File: config.mk
export PLATFORM = sky130hd
export DESIGN_NAME = led_sink_shift_latch
export DESIGN_NICKNAME = d
export VERILOG_FILES = /design/src/hdl/lsl_pkg.sv /design/src/hdl/led_sink_shift_latch.sv /design/src/hdl/pair_buffer.sv /design/src/hdl/sync_bits.sv
export VERILOG_INCLUDE_DIRS = /design/src /design/src/hdl
export SDC_FILE = /design/constraint.sdc
export NUM_CORES = 1
export LEC_CHECK = 0
export BUFFER_PORTS_ARGS = -buffer_cell sky130_fd_sc_hd__buf_2
export CORE_MARGIN = 1.5
export CORE_UTILIZATION = 43
export CTS_CLUSTER_DIAMETER = 50
export CTS_CLUSTER_SIZE = 10
export DETAILED_ROUTE_END_ITERATION = 10
export PLACE_DENSITY = 0.7
export SLEW_MARGIN = 20
export SYNTH_ARGS = -nofsm -noshare
export SYNTH_HDL_FRONTEND = slang
export SYNTH_SLANG_ARGS = --single-unit
export TNS_END_PERCENT = 100
File: constraint.sdc
create_clock -name clock_i -period 2.7 [get_ports clock_i]
set_input_delay 0.405 -clock clock_i [delete_from_list [all_inputs] [get_ports clock_i]]
set_output_delay 0.405 -clock clock_i [all_outputs]
set_load 0.01 [all_outputs]
File: src/hdl/lsl_consts.svh
// Purpose: Constants for the LED sink shift and latch block
// Assumes: Included by the package and by the top-level design file
// Notes:   Definitions only; guarded against double inclusion
`ifndef LSL_CONSTS_SVH
`define LSL_CONSTS_SVH

`define LSL_CHANNELS     8
`define LSL_SYNC_STAGES  2
`define LSL_BUF_DEPTH    2
`define LSL_DATA_RST     8'h00
`define LSL_CHAIN_RST    1'h1
`define LSL_GATE_RST     1'h1

`endif

File: src/hdl/lsl_pkg.sv
// Purpose: Types shared by the LED sink shift and latch design
// Assumes: lsl_consts.svh gives the channel count
// Notes:   Types only; numbers live in the header
`include "lsl_consts.svh"

package lsl_pkg;

    // Operating modes; diagnostic modes cycle on serial clock rises
    typedef enum logic [2:0] {
        MODE_NORMAL,
        MODE_GLOBAL,
        MODE_OVERTEMP,
        MODE_OPEN,
        MODE_SHORT,
        MODE_LOW_CURRENT
    } diag_mode_t;

    // Fault results captured at each load
    typedef struct packed {
        logic                       overtemp;
        logic [`LSL_CHANNELS-1:0]   open_led;
        logic [`LSL_CHANNELS-1:0]   short_led;
    } diag_result_t;

    // All asynchronous pin inputs, synchronised as one bundle
    typedef struct packed {
        logic                       serial_clock;
        logic                       serial_data;
        logic                       latch_strobe;
        logic                       gate_n;
        logic                       error_mode;
        diag_result_t               sense;
    } pin_bundle_t;

endpackage

File: src/hdl/led_sink_shift_latch.sv
// Purpose: Serial shift register, latch and sink drive with diagnostics
// Assumes: Pins are asynchronous and slower than a quarter of clock_i
// Notes:   Serial clock, strobe and gate are sampled, not used as clocks
`timescale 1ns/10ps
`include "lsl_consts.svh"
`default_nettype none

module led_sink_shift_latch #(
    parameter int BUF_DEPTH = `LSL_BUF_DEPTH
) (
    input  wire logic                       clock_i,       // 25 MHz clock
    input  wire logic                       nrst_i,        // Reset, low
    input  wire logic                       serial_in_i,   // Serial data
    input  wire logic                       serial_clock_i,// Serial clock
    input  wire logic                       latch_strobe_i,// Load strobe
    input  wire logic                       drive_gate_n_i,// Gate, low on
    input  wire logic                       error_mode_i,  // Enter diag
    input  wire logic                       overtemp_i,    // Hot sense
    input  wire logic [`LSL_CHANNELS-1:0]   open_sense_i,  // Open LED
    input  wire logic [`LSL_CHANNELS-1:0]   short_sense_i, // Shorted LED
    input  wire logic                       sink_ready_i,  // Driver accepts
    output logic      [`LSL_CHANNELS-1:0]   sink_channel_o,// Sink enables
    output logic                            chain_out_o,   // Serial out
    output logic                            low_current_o, // Reduced Iout
    output lsl_pkg::diag_mode_t             mode_o,        // Current mode
    output lsl_pkg::diag_result_t           diag_result_o, // Fault detail
    output logic                            global_fault_o,// Any fault
    output logic                            overrun_o      // Load dropped
);

    localparam int NCH = `LSL_CHANNELS;

    lsl_pkg::pin_bundle_t   pins_raw;
    lsl_pkg::pin_bundle_t   pins_rst;
    lsl_pkg::pin_bundle_t   pins;
    logic                   sclk_prev_q;
    logic                   strobe_prev_q;
    logic                   sclk_rise;
    logic                   sclk_fall;
    logic                   strobe_rise;
    logic [NCH-1:0]         shift_q;
    logic                   spill_q;
    logic                   chain_q;
    logic [NCH-1:0]         data_q;
    logic [NCH-1:0]         sink_q;
    logic                   low_cur_q;
    logic                   global_fault_q;
    logic                   overrun_q;
    lsl_pkg::diag_mode_t    mode_q;
    lsl_pkg::diag_result_t  result_q;
    logic                   buf_in_ready;
    logic                   buf_out_valid;
    logic [NCH-1:0]         buf_out_data;
    logic                   any_fault;

    // Next diagnostic mode in the stepping order
    function automatic lsl_pkg::diag_mode_t next_mode(
        input lsl_pkg::diag_mode_t m
    );
        unique case (m)
            lsl_pkg::MODE_NORMAL:      next_mode = lsl_pkg::MODE_GLOBAL;
            lsl_pkg::MODE_GLOBAL:      next_mode = lsl_pkg::MODE_OVERTEMP;
            lsl_pkg::MODE_OVERTEMP:    next_mode = lsl_pkg::MODE_OPEN;
            lsl_pkg::MODE_OPEN:        next_mode = lsl_pkg::MODE_SHORT;
            lsl_pkg::MODE_SHORT:       next_mode = lsl_pkg::MODE_LOW_CURRENT;
            lsl_pkg::MODE_LOW_CURRENT: next_mode = lsl_pkg::MODE_GLOBAL;
            default:                   next_mode = lsl_pkg::MODE_GLOBAL;
        endcase
    endfunction

    // Gather pins; reset values keep gate off and clocks idle
    always_comb begin
        pins_raw.serial_clock    = serial_clock_i;
        pins_raw.serial_data     = serial_in_i;
        pins_raw.latch_strobe    = latch_strobe_i;
        pins_raw.gate_n          = drive_gate_n_i;
        pins_raw.error_mode      = error_mode_i;
        pins_raw.sense.overtemp  = overtemp_i;
        pins_raw.sense.open_led  = open_sense_i;
        pins_raw.sense.short_led = short_sense_i;
        pins_rst                 = '0;
        pins_rst.gate_n          = `LSL_GATE_RST;
    end

    // Two flops on every pin before any logic reads it
    sync_bits #(
        .WIDTH     ($bits(lsl_pkg::pin_bundle_t))
    ) u_sync (
        .clock_i   (clock_i),
        .nrst_i    (nrst_i),
        .async_i   (pins_raw),
        .rst_val_i (pins_rst),
        .sync_o    (pins)
    );

    // Edge history of the synchronised serial clock and strobe
    always_ff @(posedge clock_i) begin
        if (!nrst_i) begin
            sclk_prev_q   <= 1'h0;
            strobe_prev_q <= 1'h0;
        end else begin
            sclk_prev_q   <= pins.serial_clock;
            strobe_prev_q <= pins.latch_strobe;
        end
    end

    assign sclk_rise   = pins.serial_clock && !sclk_prev_q;
    assign sclk_fall   = !pins.serial_clock && sclk_prev_q;
    assign strobe_rise = pins.latch_strobe && !strobe_prev_q;
    assign any_fault   = pins.sense.overtemp || (|pins.sense.open_led)
                         || (|pins.sense.short_led);

    // Mode: pin enters diagnostics, serial rises step through them
    always_ff @(posedge clock_i) begin
        if (!nrst_i) begin
            mode_q <= lsl_pkg::MODE_NORMAL;
        end else if (!pins.error_mode) begin
            mode_q <= lsl_pkg::MODE_NORMAL;
        end else if (mode_q == lsl_pkg::MODE_NORMAL) begin
            mode_q <= lsl_pkg::MODE_GLOBAL;
        end else if (sclk_rise) begin
            mode_q <= next_mode(mode_q);
        end
    end

    // Shift on rising edge in normal mode; last bit spills out
    always_ff @(posedge clock_i) begin
        if (!nrst_i) begin
            shift_q <= `LSL_DATA_RST;
            spill_q <= 1'h0;
        end else if (sclk_rise && mode_q == lsl_pkg::MODE_NORMAL) begin
            shift_q <= {shift_q[NCH-2:0], pins.serial_data};
            spill_q <= shift_q[NCH-1];
        end
    end

    // Serial output: shifted data on falling edge, or fault report
    always_ff @(posedge clock_i) begin
        if (!nrst_i) begin
            chain_q <= `LSL_CHAIN_RST;
        end else begin
            unique case (mode_q)
                lsl_pkg::MODE_NORMAL: begin
                    if (sclk_fall) begin
                        chain_q <= spill_q;
                    end
                end
                lsl_pkg::MODE_GLOBAL:
                    chain_q <= !global_fault_q;
                lsl_pkg::MODE_OVERTEMP:
                    chain_q <= !result_q.overtemp;
                lsl_pkg::MODE_OPEN:
                    chain_q <= !(|result_q.open_led);
                lsl_pkg::MODE_SHORT:
                    chain_q <= !(|result_q.short_led);
                lsl_pkg::MODE_LOW_CURRENT:
                    chain_q <= !global_fault_q;
            endcase
        end
    end

    // Loaded frames queue here, up to BUF_DEPTH, while the driver stage is busy; a load into a full queue is dropped
    pair_buffer #(
        .WIDTH       (NCH),
        .DEPTH       (BUF_DEPTH)
    ) u_buf (
        .clock_i     (clock_i),
        .nrst_i      (nrst_i),
        .in_valid_i  (strobe_rise),
        .in_ready_o  (buf_in_ready),
        .in_data_i   (shift_q),
        .out_valid_o (buf_out_valid),
        .out_ready_i (sink_ready_i),
        .out_data_o  (buf_out_data)
    );

    // Data register changes only when a queued frame is taken
    always_ff @(posedge clock_i) begin
        if (!nrst_i) begin
            data_q <= `LSL_DATA_RST;
        end else if (buf_out_valid && sink_ready_i) begin
            data_q <= buf_out_data;
        end
    end

    // A load that finds the queue full is flagged for one cycle
    always_ff @(posedge clock_i) begin
        if (!nrst_i) begin
            overrun_q <= 1'h0;
        end else begin
            overrun_q <= strobe_rise && !buf_in_ready;
        end
    end

    // Faults recorded at each load, channels acting as sense inputs
    always_ff @(posedge clock_i) begin
        if (!nrst_i) begin
            global_fault_q <= 1'h0;
            result_q       <= '0;
        end else if (strobe_rise) begin
            global_fault_q <= any_fault;
            result_q       <= pins.sense;
        end
    end

    // One sink per data bit, gated in every mode
    always_ff @(posedge clock_i) begin
        if (!nrst_i) begin
            sink_q <= `LSL_DATA_RST;
        end else if (pins.gate_n) begin
            sink_q <= '0;
        end else begin
            sink_q <= data_q;
        end
    end

    // Reduced test current while in the low-current mode
    always_ff @(posedge clock_i) begin
        if (!nrst_i) begin
            low_cur_q <= 1'h0;
        end else begin
            low_cur_q <= (mode_q == lsl_pkg::MODE_LOW_CURRENT);
        end
    end

    // Outputs straight from flops
    assign sink_channel_o = sink_q;
    assign chain_out_o    = chain_q;
    assign low_current_o  = low_cur_q;
    assign mode_o         = mode_q;
    assign diag_result_o  = result_q;
    assign global_fault_o = global_fault_q;
    assign overrun_o      = overrun_q;
endmodule

`default_nettype wire

File: src/hdl/pair_buffer.sv
// Purpose: Small FIFO with valid and ready on both sides
// Assumes: DEPTH is a power of two, at least two
// Notes:   Full refuses pushes; empty offers nothing
`timescale 1ns/10ps
`default_nettype none

module pair_buffer #(
    parameter int WIDTH = 8,
    parameter int DEPTH = 2
) (
    input  wire logic             clock_i,   // System clock
    input  wire logic             nrst_i,    // Sync reset, active low
    input  wire logic             in_valid_i,// Word offered
    output logic                  in_ready_o,// Space available
    input  wire logic [WIDTH-1:0] in_data_i, // Word in
    output logic                  out_valid_o,// Word available
    input  wire logic             out_ready_i,// Sink takes word
    output logic      [WIDTH-1:0] out_data_o // Word out
);

    localparam int AW = $clog2(DEPTH);

    logic [WIDTH-1:0] store_q [DEPTH];
    logic [AW-1:0]    wr_q;
    logic [AW-1:0]    rd_q;
    logic [AW:0]      count_q;
    logic             push;
    logic             pop;

    // Handshake terms and flags
    assign in_ready_o  = (count_q != (AW+1)'(DEPTH));
    assign out_valid_o = (count_q != '0);
    assign out_data_o  = store_q[rd_q];
    assign push        = in_valid_i && in_ready_o;
    assign pop         = out_valid_o && out_ready_i;

    // Storage written at the write index
    always_ff @(posedge clock_i) begin
        if (push) begin
            store_q[wr_q] <= in_data_i;
        end
    end

    // Pointers and occupancy
    always_ff @(posedge clock_i) begin
        if (!nrst_i) begin
            wr_q    <= '0;
            rd_q    <= '0;
            count_q <= '0;
        end else begin
            if (push) begin
                wr_q <= wr_q + 1'b1;
            end
            if (pop) begin
                rd_q <= rd_q + 1'b1;
            end
            count_q <= count_q + (AW+1)'(push) - (AW+1)'(pop);
        end
    end

endmodule

`default_nettype wire

File: src/hdl/sync_bits.sv
// Purpose: Two-flop synchroniser for a vector of pin levels
// Assumes: Each bit is an independent level
// Notes:   First stage feeds only the second stage
`timescale 1ns/10ps
`default_nettype none

module sync_bits #(
    parameter int WIDTH = 1
) (
    input  wire logic             clock_i,   // System clock
    input  wire logic             nrst_i,    // Sync reset, active low
    input  wire logic [WIDTH-1:0] async_i,   // Pin levels
    input  wire logic [WIDTH-1:0] rst_val_i, // Value held in reset
    output logic      [WIDTH-1:0] sync_o     // Synchronised levels
);

    logic [WIDTH-1:0] meta_q;

    // Two stages; reset loads constants from the parent
    always_ff @(posedge clock_i) begin
        if (!nrst_i) begin
            meta_q <= rst_val_i;
            sync_o <= rst_val_i;
        end else begin
            meta_q <= async_i;
            sync_o <= meta_q;
        end
    end

endmodule

`default_nettype wire

# Word-level counts from Yosys, hierarchy flattened
# Memory sizes are Yosys's and may differ from the RTL's. A register that Yosys moved wholly into a read port is not among the register bits.
# Index checks and enable logic that the tools add are counted.
totals:
  regBits: 91
  mem_bits_rw: 16
  inputBits: 25
  out_inout_bits: 32
  word_cells: 69
  memories: 1
op_classes:
  add_sub_neg: 4
  n_eq_ne: 7
  muxes: 7
  n_bitwise: 2
  reduce_logical: 29
memory_table:
  columns: ["name", "depth", "width", "read_ports", "rd_ports_with_merged_regs", "wr", "line", "source"]
  rows:
  - ["u_buf.store_q", 2, 8, 1, 1, 1, "pair_buffer.sv:23", "logic [WIDTH-1:0] store_q [DEPTH];"]
ops:
  columns: ["operator", "n"]
  rows:
  - ["OR reduction 8 bit", 4]
  - ["case mux 3 bit (4 select lines)", 1]
  - ["logical NOT 1 bit", 9]
  - ["logical AND 1 bit", 7]
  - ["== test 3 x 2 -> 1 bit (second input constant)", 2]
  - ["== test 3 bit (second input constant)", 2]
  - ["two-way mux 1 bit", 5]
  - ["case mux 1 bit (5 select lines)", 1]
  - ["inequality test 2 bit (second input constant)", 2]
  - ["nonzero test 2 bit", 2]
  - ["OR reduction 2 bit", 2]
  - ["== test 3 x 1 -> 1 bit (second input constant)", 1]
  - ["logical NOT 3 bit", 1]
  - ["OR reduction 3 bit", 1]
  - ["adder 1 bit (second input constant)", 2]
  - ["adder 2 x 1 -> 2 bit", 1]
  - ["logical OR 1 bit", 2]
  - ["NOT 1 bit", 2]
  - ["AND reduction 2 bit", 1]
  - ["subtractor 2 x 1 -> 2 bit", 1]

# Longest topological paths before layout
# Gate-level depths: netlist of the first run.
logic_depth:
  word_depth: 5
  ltp_mapped: 9
  mapped_depth_nobuf: 7

# Hierarchy
# Synthesis of the first run repeated with hierarchy kept, for this count alone.
hier_totals:
  cells_unflattened: 377
  hier_area_um2: 4460.5
by_module_without_submodules:
  columns: ["mod", "n_inst", "cells_each", "area_per_inst_um2", "seq_area_each_um2"]
  rows:
  - ["led_sink_shift_latch", 1, 229, 2006.9, 1021.0]
  - ["sync_bits", 1, 93, 1617.8, 880.8]
  - ["pair_buffer", 1, 55, 835.8, 580.6]

# Worst setup path after synthesis of the first run
# OpenSTA, ideal clock, no wires.
synth_timing:
  path_kind: "input -> register"
  start: "input sink_ready_i"
  end: "register u_buf.count_q[1]"
  setup_time_ps: 115
  t_arrival_ps: 1659
  required_ps: 2585
  slack_ps: 926
  stages: 9
  n_path_buf: 2
  cell_sequence: "o21a_1 buf_2 buf_2 ha_1 inv_1 ha_1 xnor2_1 xnor2_1 and2_1"
synth_between:
  elab_chain_len: 2
synth_lines:
  columns: ["element", "line", "source"]
  rows:
  - ["from (decl)", "led_sink_shift_latch.sv:21", "input wire logic sink_ready_i,"]
  - ["logical AND 1 bit", "pair_buffer.sv:35", "assign pop = out_valid_o && out_ready_i;"]
  - ["net u_buf.pop", "pair_buffer.sv:28", "logic pop;"]
  - ["subtractor 2 x 1 -> 2 bit", "pair_buffer.sv:57", "count_q <= count_q + (AW+1)'(push) - (AW+1)'(pop);"]
  - ["to (signal assigned)", "pair_buffer.sv:57", null]
  - ["to (decl)", "pair_buffer.sv:26", "logic [AW:0] count_q;"]
# The timed path passes the listed nets, and every way through them passes these cells.
# A chain may end at the register's enable or synchronous reset.

# Final worst setup path of the first run
layout_timing:
  start: "register u_buf.count_q[1]"
  end: "register u_buf.count_q[1]"
layout_between:
  elab_chain_len: 4
  word_cells_on_any_way: 6
  classes_between: "2 x add/sub; 1 x eq/ne; 3 x reduce/logical"
layout_lines:
  columns: ["element", "line", "source"]
  rows:
  - ["inequality test 2 bit", "pair_buffer.sv:31", "assign in_ready_o = (count_q != (AW+1)'(DEPTH));"]
  - ["logical AND 1 bit", "pair_buffer.sv:34", "assign push = in_valid_i && in_ready_o;"]
  - ["adder 2 x 1 -> 2 bit", "pair_buffer.sv:57", null]
  - ["subtractor 2 x 1 -> 2 bit *", "pair_buffer.sv:57", null]
# Mark *: on every way between the ends. The rest lies on a longest branch, timed or not.

==> results of run 1 <==
synthesized netlist by cell type (5+ instances only):
cell,instances
nor4_1,7
mux2i_1,8
and2_1,56
clkbuf_1,10
nand2_1,54
nor2_1,10
nor3_1,5
o211a_1,8
buf_2,9
nand3_1,9
a21boi_1,26
dfxtp_1,99
edfxtp_1,16
cell families (layout without fill, tap and decap cells):
logic type      Yosys count  in the layout  share of synthesized area
simple gates            158            158                     0.2117
flops                   115            115                     0.6322
compound gates           46             46                    0.08963
buf+inv                  25             99                    0.02987
mux                       9              9                    0.02345
xor+xnor                  3              3                   0.006747
fa+ha+maj                 2              2                   0.006424
power groups by stage:
stage,Combinational [W],Clock (W),Sequential (W)
5_1_grt,0.000303,0.00231,0.00189
2_1_floorplan,0.000215,0,0.00189
3_5_place_dp,0.000265,0,0.00192
3_3_place_gp,0.000253,0,0.00191
4_1_cts,0.000269,0.00222,0.00188
6_report,0.000265,0.00219,0.00188
layout by cell type, fill, tap and decap left out, types with 2 or more instances in the layout:
cell and n:
nor2_1 10, and2_1 56, a21boi_1 26, inv_1 4
o211a_1 8, a21oi_1 2, nor4_1 7, inv_6 4
and2b_1 2, nand3_1 9, nand4_1 2, clkbuf_16 18
nor3_1 5, nand2b_1 4, nand2_1 54, buf_4 7
o21ai_1 3, nor2b_1 4, mux2i_1 8, clkbuf_8 3
edfxtp_1 16, buf_2 56, ha_1 2, o21a_1 2
dfxtp_1 99, xnor2_1 2, o21ai_0 2, clkinv_4 4
flip-flops by register name, indices dropped and copies added (netlist names), 2 cells and up:
| name | count |
|---|---|
| mode_o | 3 |
| data_q | 8 |
| u_sync.meta_q | 22 |
| u_buf.store_q | 16 |
| diag_result_o | 17 |
| u_sync.sync_o | 22 |
| u_buf.count_q | 2 |
| sink_channel_o | 8 |
| shift_q | 8 |
per-stage QoR:
step,worst slack [ns],instances,total power [W]
2_1_floorplan,0.9257,358,0.002105
3_3_place_gp,0.9189,508,0.002167
3_5_place_dp,0.8634,508,0.002181
6_report,0.9607,540,0.004334
4_1_cts,0.9506,540,0.004369
5_1_grt,0.8174,540,0.004507
worst max-delay path: cells and delay by family (launching register included):
kind	cells	cell delay, ns
AND/OR/NAND/NOR	1	0.15
adder cells (fa/ha/maj)	2	0.48
AO/OA/AOI/OAI	1	0.18
flip-flops	1	0.32
XOR/XNOR	2	0.25
buffers and inverters	2	0.23
cell type report:
type | instances | area share
clock buffers | 21 | 0.1011
clock inverters | 11 | 0.02289
inverters | 4 | 0.003086
multi-input cells | 218 | 0.2706
flip-flops and latches | 115 | 0.5062
well taps | 108 | 0.02778
repair buffers | 63 | 0.06842
routing by layer:
metal	vias to the layer above	wire length (um)
li1	1319	-
met1	1206	2954
met2	71	3357
met3	11	349
met4	0	100
met5	-	0
final timing paths:
kind,startpoint,to,slack [ns],depth (start not counted)
min,drive_gate_n_i,u_sync.meta_q[18],0.10,2
max reg2reg,u_buf.count_q[1],u_buf.count_q[1],0.96,8
max,u_buf.count_q[1],u_buf.count_q[1],0.96,8
min reg2reg,u_sync.meta_q[18],u_sync.sync_o[18],0.41,1
==> key figures, run 1 <==
Synthesis
  – Post-synthesis cell type count: 36
  – Register bit total from synthesis: 115
  – Async SR Flop Fraction: 0
  – Predominant post-synthesis flop cell: dfxtp_1
  – Syn Nets: 385
  – Register area share after synthesis: 0.6322
  – Area leader, netlist: dfxtp_1
  – Area share of the largest cell type after synthesis: 0.5088
  – Post-synth EDFFs: 16
  – Synthesized instance count: 358
  – Avg Inst Size Synth: 10.88 um2
  – Post-synthesis cell area: 3895 um2
  – Synth top area cells: dfxtp_1, edfxtp_1, and2_1, nand2_1, a21boi_1
  – Warnings, synthesis: 0

Finish
  – Synth-to-Final Area Change: 24.90%
  – Share of layout cells above drive strength 1: 0.2292
  – Final Cell Area: 4865 um2
  – Finished Core Util: 0.5551
  – Flip-flop and latch area: 2462 um2
  – Area of the multi-input gates: 1316 um2
  – Filler instances: 759
  – Ant. Diodes: 0
  – Layout Nets: 446

Pwr
  – Internal power: 0.003358 W
  – Pwr dens: 890.8 nW/um2
  – Max rail drop VDD: 0.4552 mV
  – Sequential share of power: 0.433
  – Clock network fraction of total power: 0.505
  – Sw frac: 0.2252
  – Sw power: 0.0009761 W
  – Leak: 2.084 nW
  – Power share of the combinational group: 0.061

CTS
  – Worst-Skew Late Latency: 0.50 ns
  – Post-CTS Setup Inserts: 0
  – Post-CTS sizing: 0
  – Total CTS buffers: 17
  – Root buffer cell: clkbuf_8
  – H-tree levels: 4
  – Hold_buf cts: 0
  – CTS tree: built
  – Clock Pin Slew Worst Setup and Hold Paths: 0.06 ns
  – Clock Sinks: 115
  – CTS max path bufs: 2

Die
  – Die width: 98.18 um
  – Die Y: 98.18 um
  – Initial Util: 0.4445
  – # rows: 34
  – Core Region: 8763 um2
  – DIE AREA: 9638 um2
  – I/O pins: 57

Placement
  – IO buf count: 56
  – Gpl congestion: 0.8043
  – Post-detail-place hpwl: 4392 um
  – Placed cell areas: 4262 um2

Setup path
  – CP max stage delay: 0.32 ns
  – Type of the worst setup path: reg2reg
  – CP endpoint kind: flip-flop
  – Critical path launch point type: flip-flop
  – Required time of the critical path: 3.09 ns
  – Arrival time worst endpoint: 2.13 ns
  – Critical path fanouts, max: 18
  – CP max-delay cell: dfxtp_1
  – CP cell instances: o21a_1 > buf_4 > ha_1 > inv_1 > ha_1 > xnor2_1 > xnor2_1 > and2_1

GRT
  – Grt total ovfl: 0
  – M2 GR Usage: 0.2424
  – GR Util met3: 0.05225
  – Total GRT Usage: 0.1496
  – Initial antenna violation count: 0
  – Most used routing layer: met2
  – Largest net degree at the start of global routing: 38
  – Global-route wire length before repair: 11180 um
  – Vias in the first global route: 2388
  – Met1 usage: 0.1788

Status
  – Status: complete, no violations

Timing
  – Final setup vio count: 0
  – Worst Skew: 0.008394 ns
  – Hold WS: 0.1042 ns
  – Final hold vios: 0
  – Max Clk Rate: 0.5749 GHz
  – Minimum clock period: 1.739 ns
  – Final period util: 0.6442
  – Setup_tns: 0 ns
  – Relative slew slack: 0.6764
  – Worst-Margin Slew: 0.4847 ns
  – Fin. max-slew vios: 0
  – RSZ-0062 raised after global routing: no

Min path
  – Worst Hold Class: in2reg

Route
  – DR DRC count: 0
  – DR WL/cell: 12.52 um
  – Vias: 2607
  – DR iter-0 viols: 111
  – ANT nets after route: 0
  – First-pass DRT Iterations: 6
  – Via-to-Cell Ratio: 4.828
  – Final wirelength: 6761 um

Flow run
  – MaxCap Viol Count: 0
(Power assumes the default switching activity.)
==> run 2, diff against run 1 <==
Clock period 2.7 ns to 1.8 ns, I/O delays scaled along.
==> run 2 against run 1 <==
- worst hold slack improved by 0.076 ns
- maximum frequency grew 11%
- combinational power up 64%
- clock power rose by 50%
- wire length increased by 10%
- global-route usage increased by 1.7 points
- core utilization up 2.5 points
- setup slack got worse by 0.73 ns
- critical path type unchanged
- critical endpoint unchanged
- largest cell class unchanged
- largest power group unchanged
- highest routed layer unchanged
==> key figures, run 2 (synthesis results as in run 1) <==
Die
  – Die Y: 98.18 um
  – DIE AREA: 9638 um2
  – I/O pins: 57
  – Die width: 98.18 um
  – Initial Util: 0.4445
  – Core Region: 8763 um2
  – # rows: 34

Route
  – Via-to-Cell Ratio: 4.794
  – DR WL/cell: 13.25 um
  – Final wirelength: 7458 um
  – DR DRC count: 0
  – DR iter-0 viols: 130
  – ANT nets after route: 0
  – First-pass DRT Iterations: 4
  – Vias: 2699

Finish
  – Most common cell after layout, fill and taps aside: dfxtp_1
  – Most frequent cells in the layout: dfxtp_1, and2_1, buf_2
  – Synth-to-Final Area Change: 30.55%
  – Ant. Diodes: 0
  – Non-Filler Instances: 563
  – Share of layout cells above drive strength 1: 0.2176
  – Filler instances: 739
  – Layout Nets: 469
  – Final Cell Area: 5085 um2

CTS
  – Post-CTS Setup Inserts: 0
  – H-tree levels: 4
  – CTS max path bufs: 2
  – Worst-Skew Late Latency: 0.51 ns
  – Root buffer cell: clkbuf_8
  – Post-CTS sizing: 0
  – CTS tree: built
  – Clock Pin Slew Worst Setup and Hold Paths: 0.05 ns
  – Clock Sinks: 115
  – Hold_buf cts: 22
  – Total CTS buffers: 17

GRT
  – Total GRT Usage: 0.1667
  – Global-route wire length before repair: 12450 um
  – Vias in the first global route: 2762
  – Initial antenna violation count: 0
  – Largest net degree at the start of global routing: 71
  – Grt total ovfl: 0

Timing
  – Fin. max-slew vios: 0
  – Hold WS: 0.1798 ns
  – Max Clk Rate: 0.6379 GHz
  – Relative slew slack: 0.6287
  – Setup_tns: 0 ns
  – Final hold vios: 0
  – Final setup vio count: 0
  – Final period util: 0.8709
  – RSZ-0062 raised after global routing: no
  – Worst-Margin Slew: 0.5559 ns
  – Worst Skew: 0.005104 ns
  – Minimum clock period: 1.568 ns

Pwr
  – Leak: 2.170 nW
  – Total power after layout: 0.006532 W
  – Pwr dens: 1285 nW/um2
  – Max rail drop VDD: 0.5766 mV

Setup path
  – Arrival time worst endpoint: 1.97 ns
  – CP endpoint kind: flip-flop
  – Critical path launch point type: flip-flop
  – Required time of the critical path: 2.20 ns
  – Critical path fanouts, max: 3
  – Type of the worst setup path: reg2reg

Min path
  – Worst Hold Class: in2reg

Placement
  – Gpl congestion: 0.7453
  – Post-detail-place hpwl: 4668 um
  – IO buf count: 56
  – DP Cell Count: 509
  – Placed cell areas: 4269 um2

Status
  – Status: complete, no violations

Flow run
  – MaxCap Viol Count: 0
## run 2: final cells by class
| class | instances | area [um2] | area share |
|---|---|---|---|
| Tap cell | 108 | 135.1 | 0.02657 |
| Sequential cell | 115 | 2462 | 0.4843 |
| Multi-Input combinational cell | 218 | 1316 | 0.2589 |
| Clock inverter | 11 | 125.1 | 0.02461 |
| Timing Repair Buffer | 86 | 560.5 | 0.1102 |
| Inverter | 4 | 15.01 | 0.002953 |
| Clock buffer | 21 | 470.5 | 0.09252 |
## run 2: final timing paths
kind / startpoint / to / slack [ns] / cells past startpoint
worst max-delay path: u_buf.count_q[1] / u_buf.count_q[1] / 0.23 / 7
worst min-delay path: nrst_i / u_sync.sync_o[18] / 0.18 / 3
worst max register to register: u_buf.count_q[1] / u_buf.count_q[1] / 0.23 / 7
worst min register to register: u_sync.meta_q[18] / u_sync.sync_o[18] / 0.41 / 1
## run 2: metal layers
layer	GRT usage	vias up	routed length, um
met5	0	-	0
met2	0.2854	77	3856
li1	-	1359	-
met1	0.1769	1245	3072
met4	0.1018	0	197
met3	0.05655	18	330
## run 2: report_power, final
group          total, W  switching (W)  internal (W)
clock network   0.00328        0.00115       0.00213
logic          0.000434       0.000195      0.000239
registers       0.00282      0.0000859       0.00274
total           0.00653        0.00143       0.00510
## run 2: metrics by stage
stage            util  setup WS [ns]
6_report       0.5802         0.2324
5_1_grt        0.5802         0.1780
4_1_cts        0.5802         0.2237
3_5_place_dp   0.4872         0.2435
3_3_place_gp   0.4872         0.3107
2_1_floorplan       -        0.03374
## run 2: worst max-delay path, stage by stage, from the launching register on
cell,delay (ns)
dfxtp_1,0.33
o21a_1,0.20
ha_1,0.28
inv_1,0.05
ha_1,0.18
xnor2_1,0.18
xnor2_1,0.09
and2_1,0.15
==> run 3, diff against run 2 <==
Clock period 1.8 ns to 1.6 ns, I/O delays scaled along.
==> run 3 against run 2 <==
- wire length fell by 6.8%
- clock skew rose by 0.0047 ns
- combinational power rose by 23%
- critical endpoint unchanged
==> key figures, run 3 (synthesis results as in run 1) <==
Status
  – Status: complete, no violations

Pwr
  – Total power after layout: 0.007238 W
  – Sequential share of power: 0.438
  – Leak: 2.144 nW
  – Pwr dens: 1417 nW/um2
  – Clock network fraction of total power: 0.488
  – Sw frac: 0.2225
  – Max rail drop VDD: 0.6938 mV
  – Internal power: 0.005628 W
  – Sw power: 0.001610 W
  – Power share of the combinational group: 0.074

Setup path
  – CP bufs+invs: 1
  – Critical Path End: u_buf.count_q[1]
  – CP max-delay cell: dfxtp_1
  – CP endpoint kind: flip-flop
  – CP max stage delay: 0.33 ns
  – Arrival time worst endpoint: 1.91 ns
  – CP startpoint: u_buf.count_q[1]
  – Flop-to-flop setup slack: 0.08 ns
  – Type of the worst setup path: reg2reg
  – Reg2reg end: u_buf.count_q[1]
  – Critical path depth: 7
  – Critical path fanouts, max: 3
  – CP delay by family, top: adder cells
  – Cell mode on critical path: ha_4
  – Required time of the critical path: 1.99 ns
  – R2r startpoint: u_buf.count_q[1]
  – Critical path launch point type: flip-flop
  – Reg2Reg Depth: 7
  – CP cell instances: o21a_1 > ha_4 > inv_2 > ha_4 > xnor2_2 > xnor2_1 > and2_1

Finish
  – Synth-to-Final Area Change: 31.16%
  – Area of the multi-input gates: 1354 um2
  – Filler instances: 715
  – Most common cell after layout, fill and taps aside: dfxtp_1
  – Non-Filler Instances: 563
  – Layout Nets: 469
  – Ant. Diodes: 0
  – Most frequent cells in the layout: dfxtp_1, and2_1, buf_2
  – Flip-flop and latch area: 2464 um2
  – Share of layout cells above drive strength 1: 0.2286
  – Final Cell Area: 5109 um2

Min path
  – Worst Hold Class: in2reg

Die
  – # rows: 34
  – Core Region: 8763 um2
  – DIE AREA: 9638 um2
  – Die Y: 98.18 um
  – Die width: 98.18 um
  – I/O pins: 57
  – Initial Util: 0.4445

Timing
  – Worst Skew: 0.009811 ns
  – Worst-Margin Slew: 0.6161 ns
  – Slack of the critical path: 0.07513 ns
  – Max Clk Rate: 0.6558 GHz
  – Final hold vios: 0
  – Minimum clock period: 1.525 ns
  – Relative slew slack: 0.5884
  – Hold WS: 0.1760 ns
  – RSZ-0062 raised after global routing: no
  – Final period util: 0.9530
  – Fin. max-slew vios: 0
  – Final setup vio count: 0

CTS
  – Clock Pin Slew Worst Setup and Hold Paths: 0.06 ns
  – Post-CTS sizing: 0
  – CTS tree: built
  – Worst-Skew Late Latency: 0.50 ns
  – Total CTS buffers: 17
  – Root buffer cell: clkbuf_8
  – H-tree levels: 4
  – Post-CTS Setup Inserts: 0
  – CTS max path bufs: 2
  – Hold_buf cts: 22
  – Clock Sinks: 115

Flow run
  – MaxCap Viol Count: 0

Placement
  – Post-detail-place hpwl: 4455 um
  – Placed cell areas: 4320 um2
  – Dpl ws: 0.08038 ns
  – DP Cell Count: 509
  – Gpl congestion: 0.7852
  – IO buf count: 56

GRT
  – Total GRT Usage: 0.1535
  – Initial antenna violation count: 0
  – Grt total ovfl: 0
  – Vias in the first global route: 2463
  – Global-route wire length before repair: 11490 um
  – Largest net degree at the start of global routing: 71

Route
  – Final wirelength: 6949 um
  – ANT nets after route: 0
  – First-pass DRT Iterations: 4
  – Via-to-Cell Ratio: 4.734
  – DR DRC count: 0
  – DR iter-0 viols: 98
  – DR WL/cell: 12.34 um
  – Vias: 2665
[run 3: worst register-to-register path: cells and delay by family, from the launching register on]
family / cells / cell delay, ns
xor+xnor: 2 / 0.25
compound gates: 1 / 0.21
fa+ha+maj: 2 / 0.42
buf+inv: 1 / 0.03
flops: 1 / 0.33
simple gates: 1 / 0.16
[run 3: how the worst min path moves through the flow]
stage / from / endpoint / slack, ns / cells after the start
2_1_floorplan: drive_gate_n_i / u_sync.meta_q[18] / 0.34 / 1
3_3_place_gp: u_sync.meta_q[18] / u_sync.sync_o[18] / 0.39 / 1
3_5_place_dp: u_sync.meta_q[18] / u_sync.sync_o[18] / 0.41 / 1
4_1_cts: nrst_i / u_sync.meta_q[18] / 0.16 / 3
5_1_grt: nrst_i / u_sync.meta_q[18] / 0.18 / 3
6_report: nrst_i / u_sync.meta_q[18] / 0.18 / 3
[run 3: power by group through the flow]
| stage | registers (W) | clock network [W] | logic (W) |
|---|---|---|---|
| finish | 0.00317 | 0.00353 | 0.000533 |
| CTS | 0.00318 | 0.00359 | 0.000540 |
| global route | 0.00319 | 0.00371 | 0.000591 |
| detailed placement | 0.00324 | 0 | 0.000498 |
| global placement | 0.00323 | 0 | 0.000479 |
| floorplan | 0.00319 | 0 | 0.000430 |
[run 3: cell type report]
cell class	count	area share
clock buffer	20	0.08523
clock inverter	12	0.02596
inverter	4	0.002939
multi-input combinational	218	0.2650
sequential	115	0.4822
tap	108	0.02645
timing repair buffer	86	0.1122
[run 3: through the flow]
stage,utilization,TNS (ns)
3_3_place_gp,0.4930,0
6_report,0.5830,0
4_1_cts,0.5830,0
3_5_place_dp,0.4930,0
5_1_grt,0.5830,0
2_1_floorplan,-,-0.06329
[run 3: metal layers]
| layer | part of all wire | track usage |
|---|---|---|
| met5 | 0 | 0 |
| met4 | 0.017 | 0.05525 |
| met3 | 0.046 | 0.06228 |
| met2 | 0.50 | 0.2589 |
| met1 | 0.44 | 0.1762 |
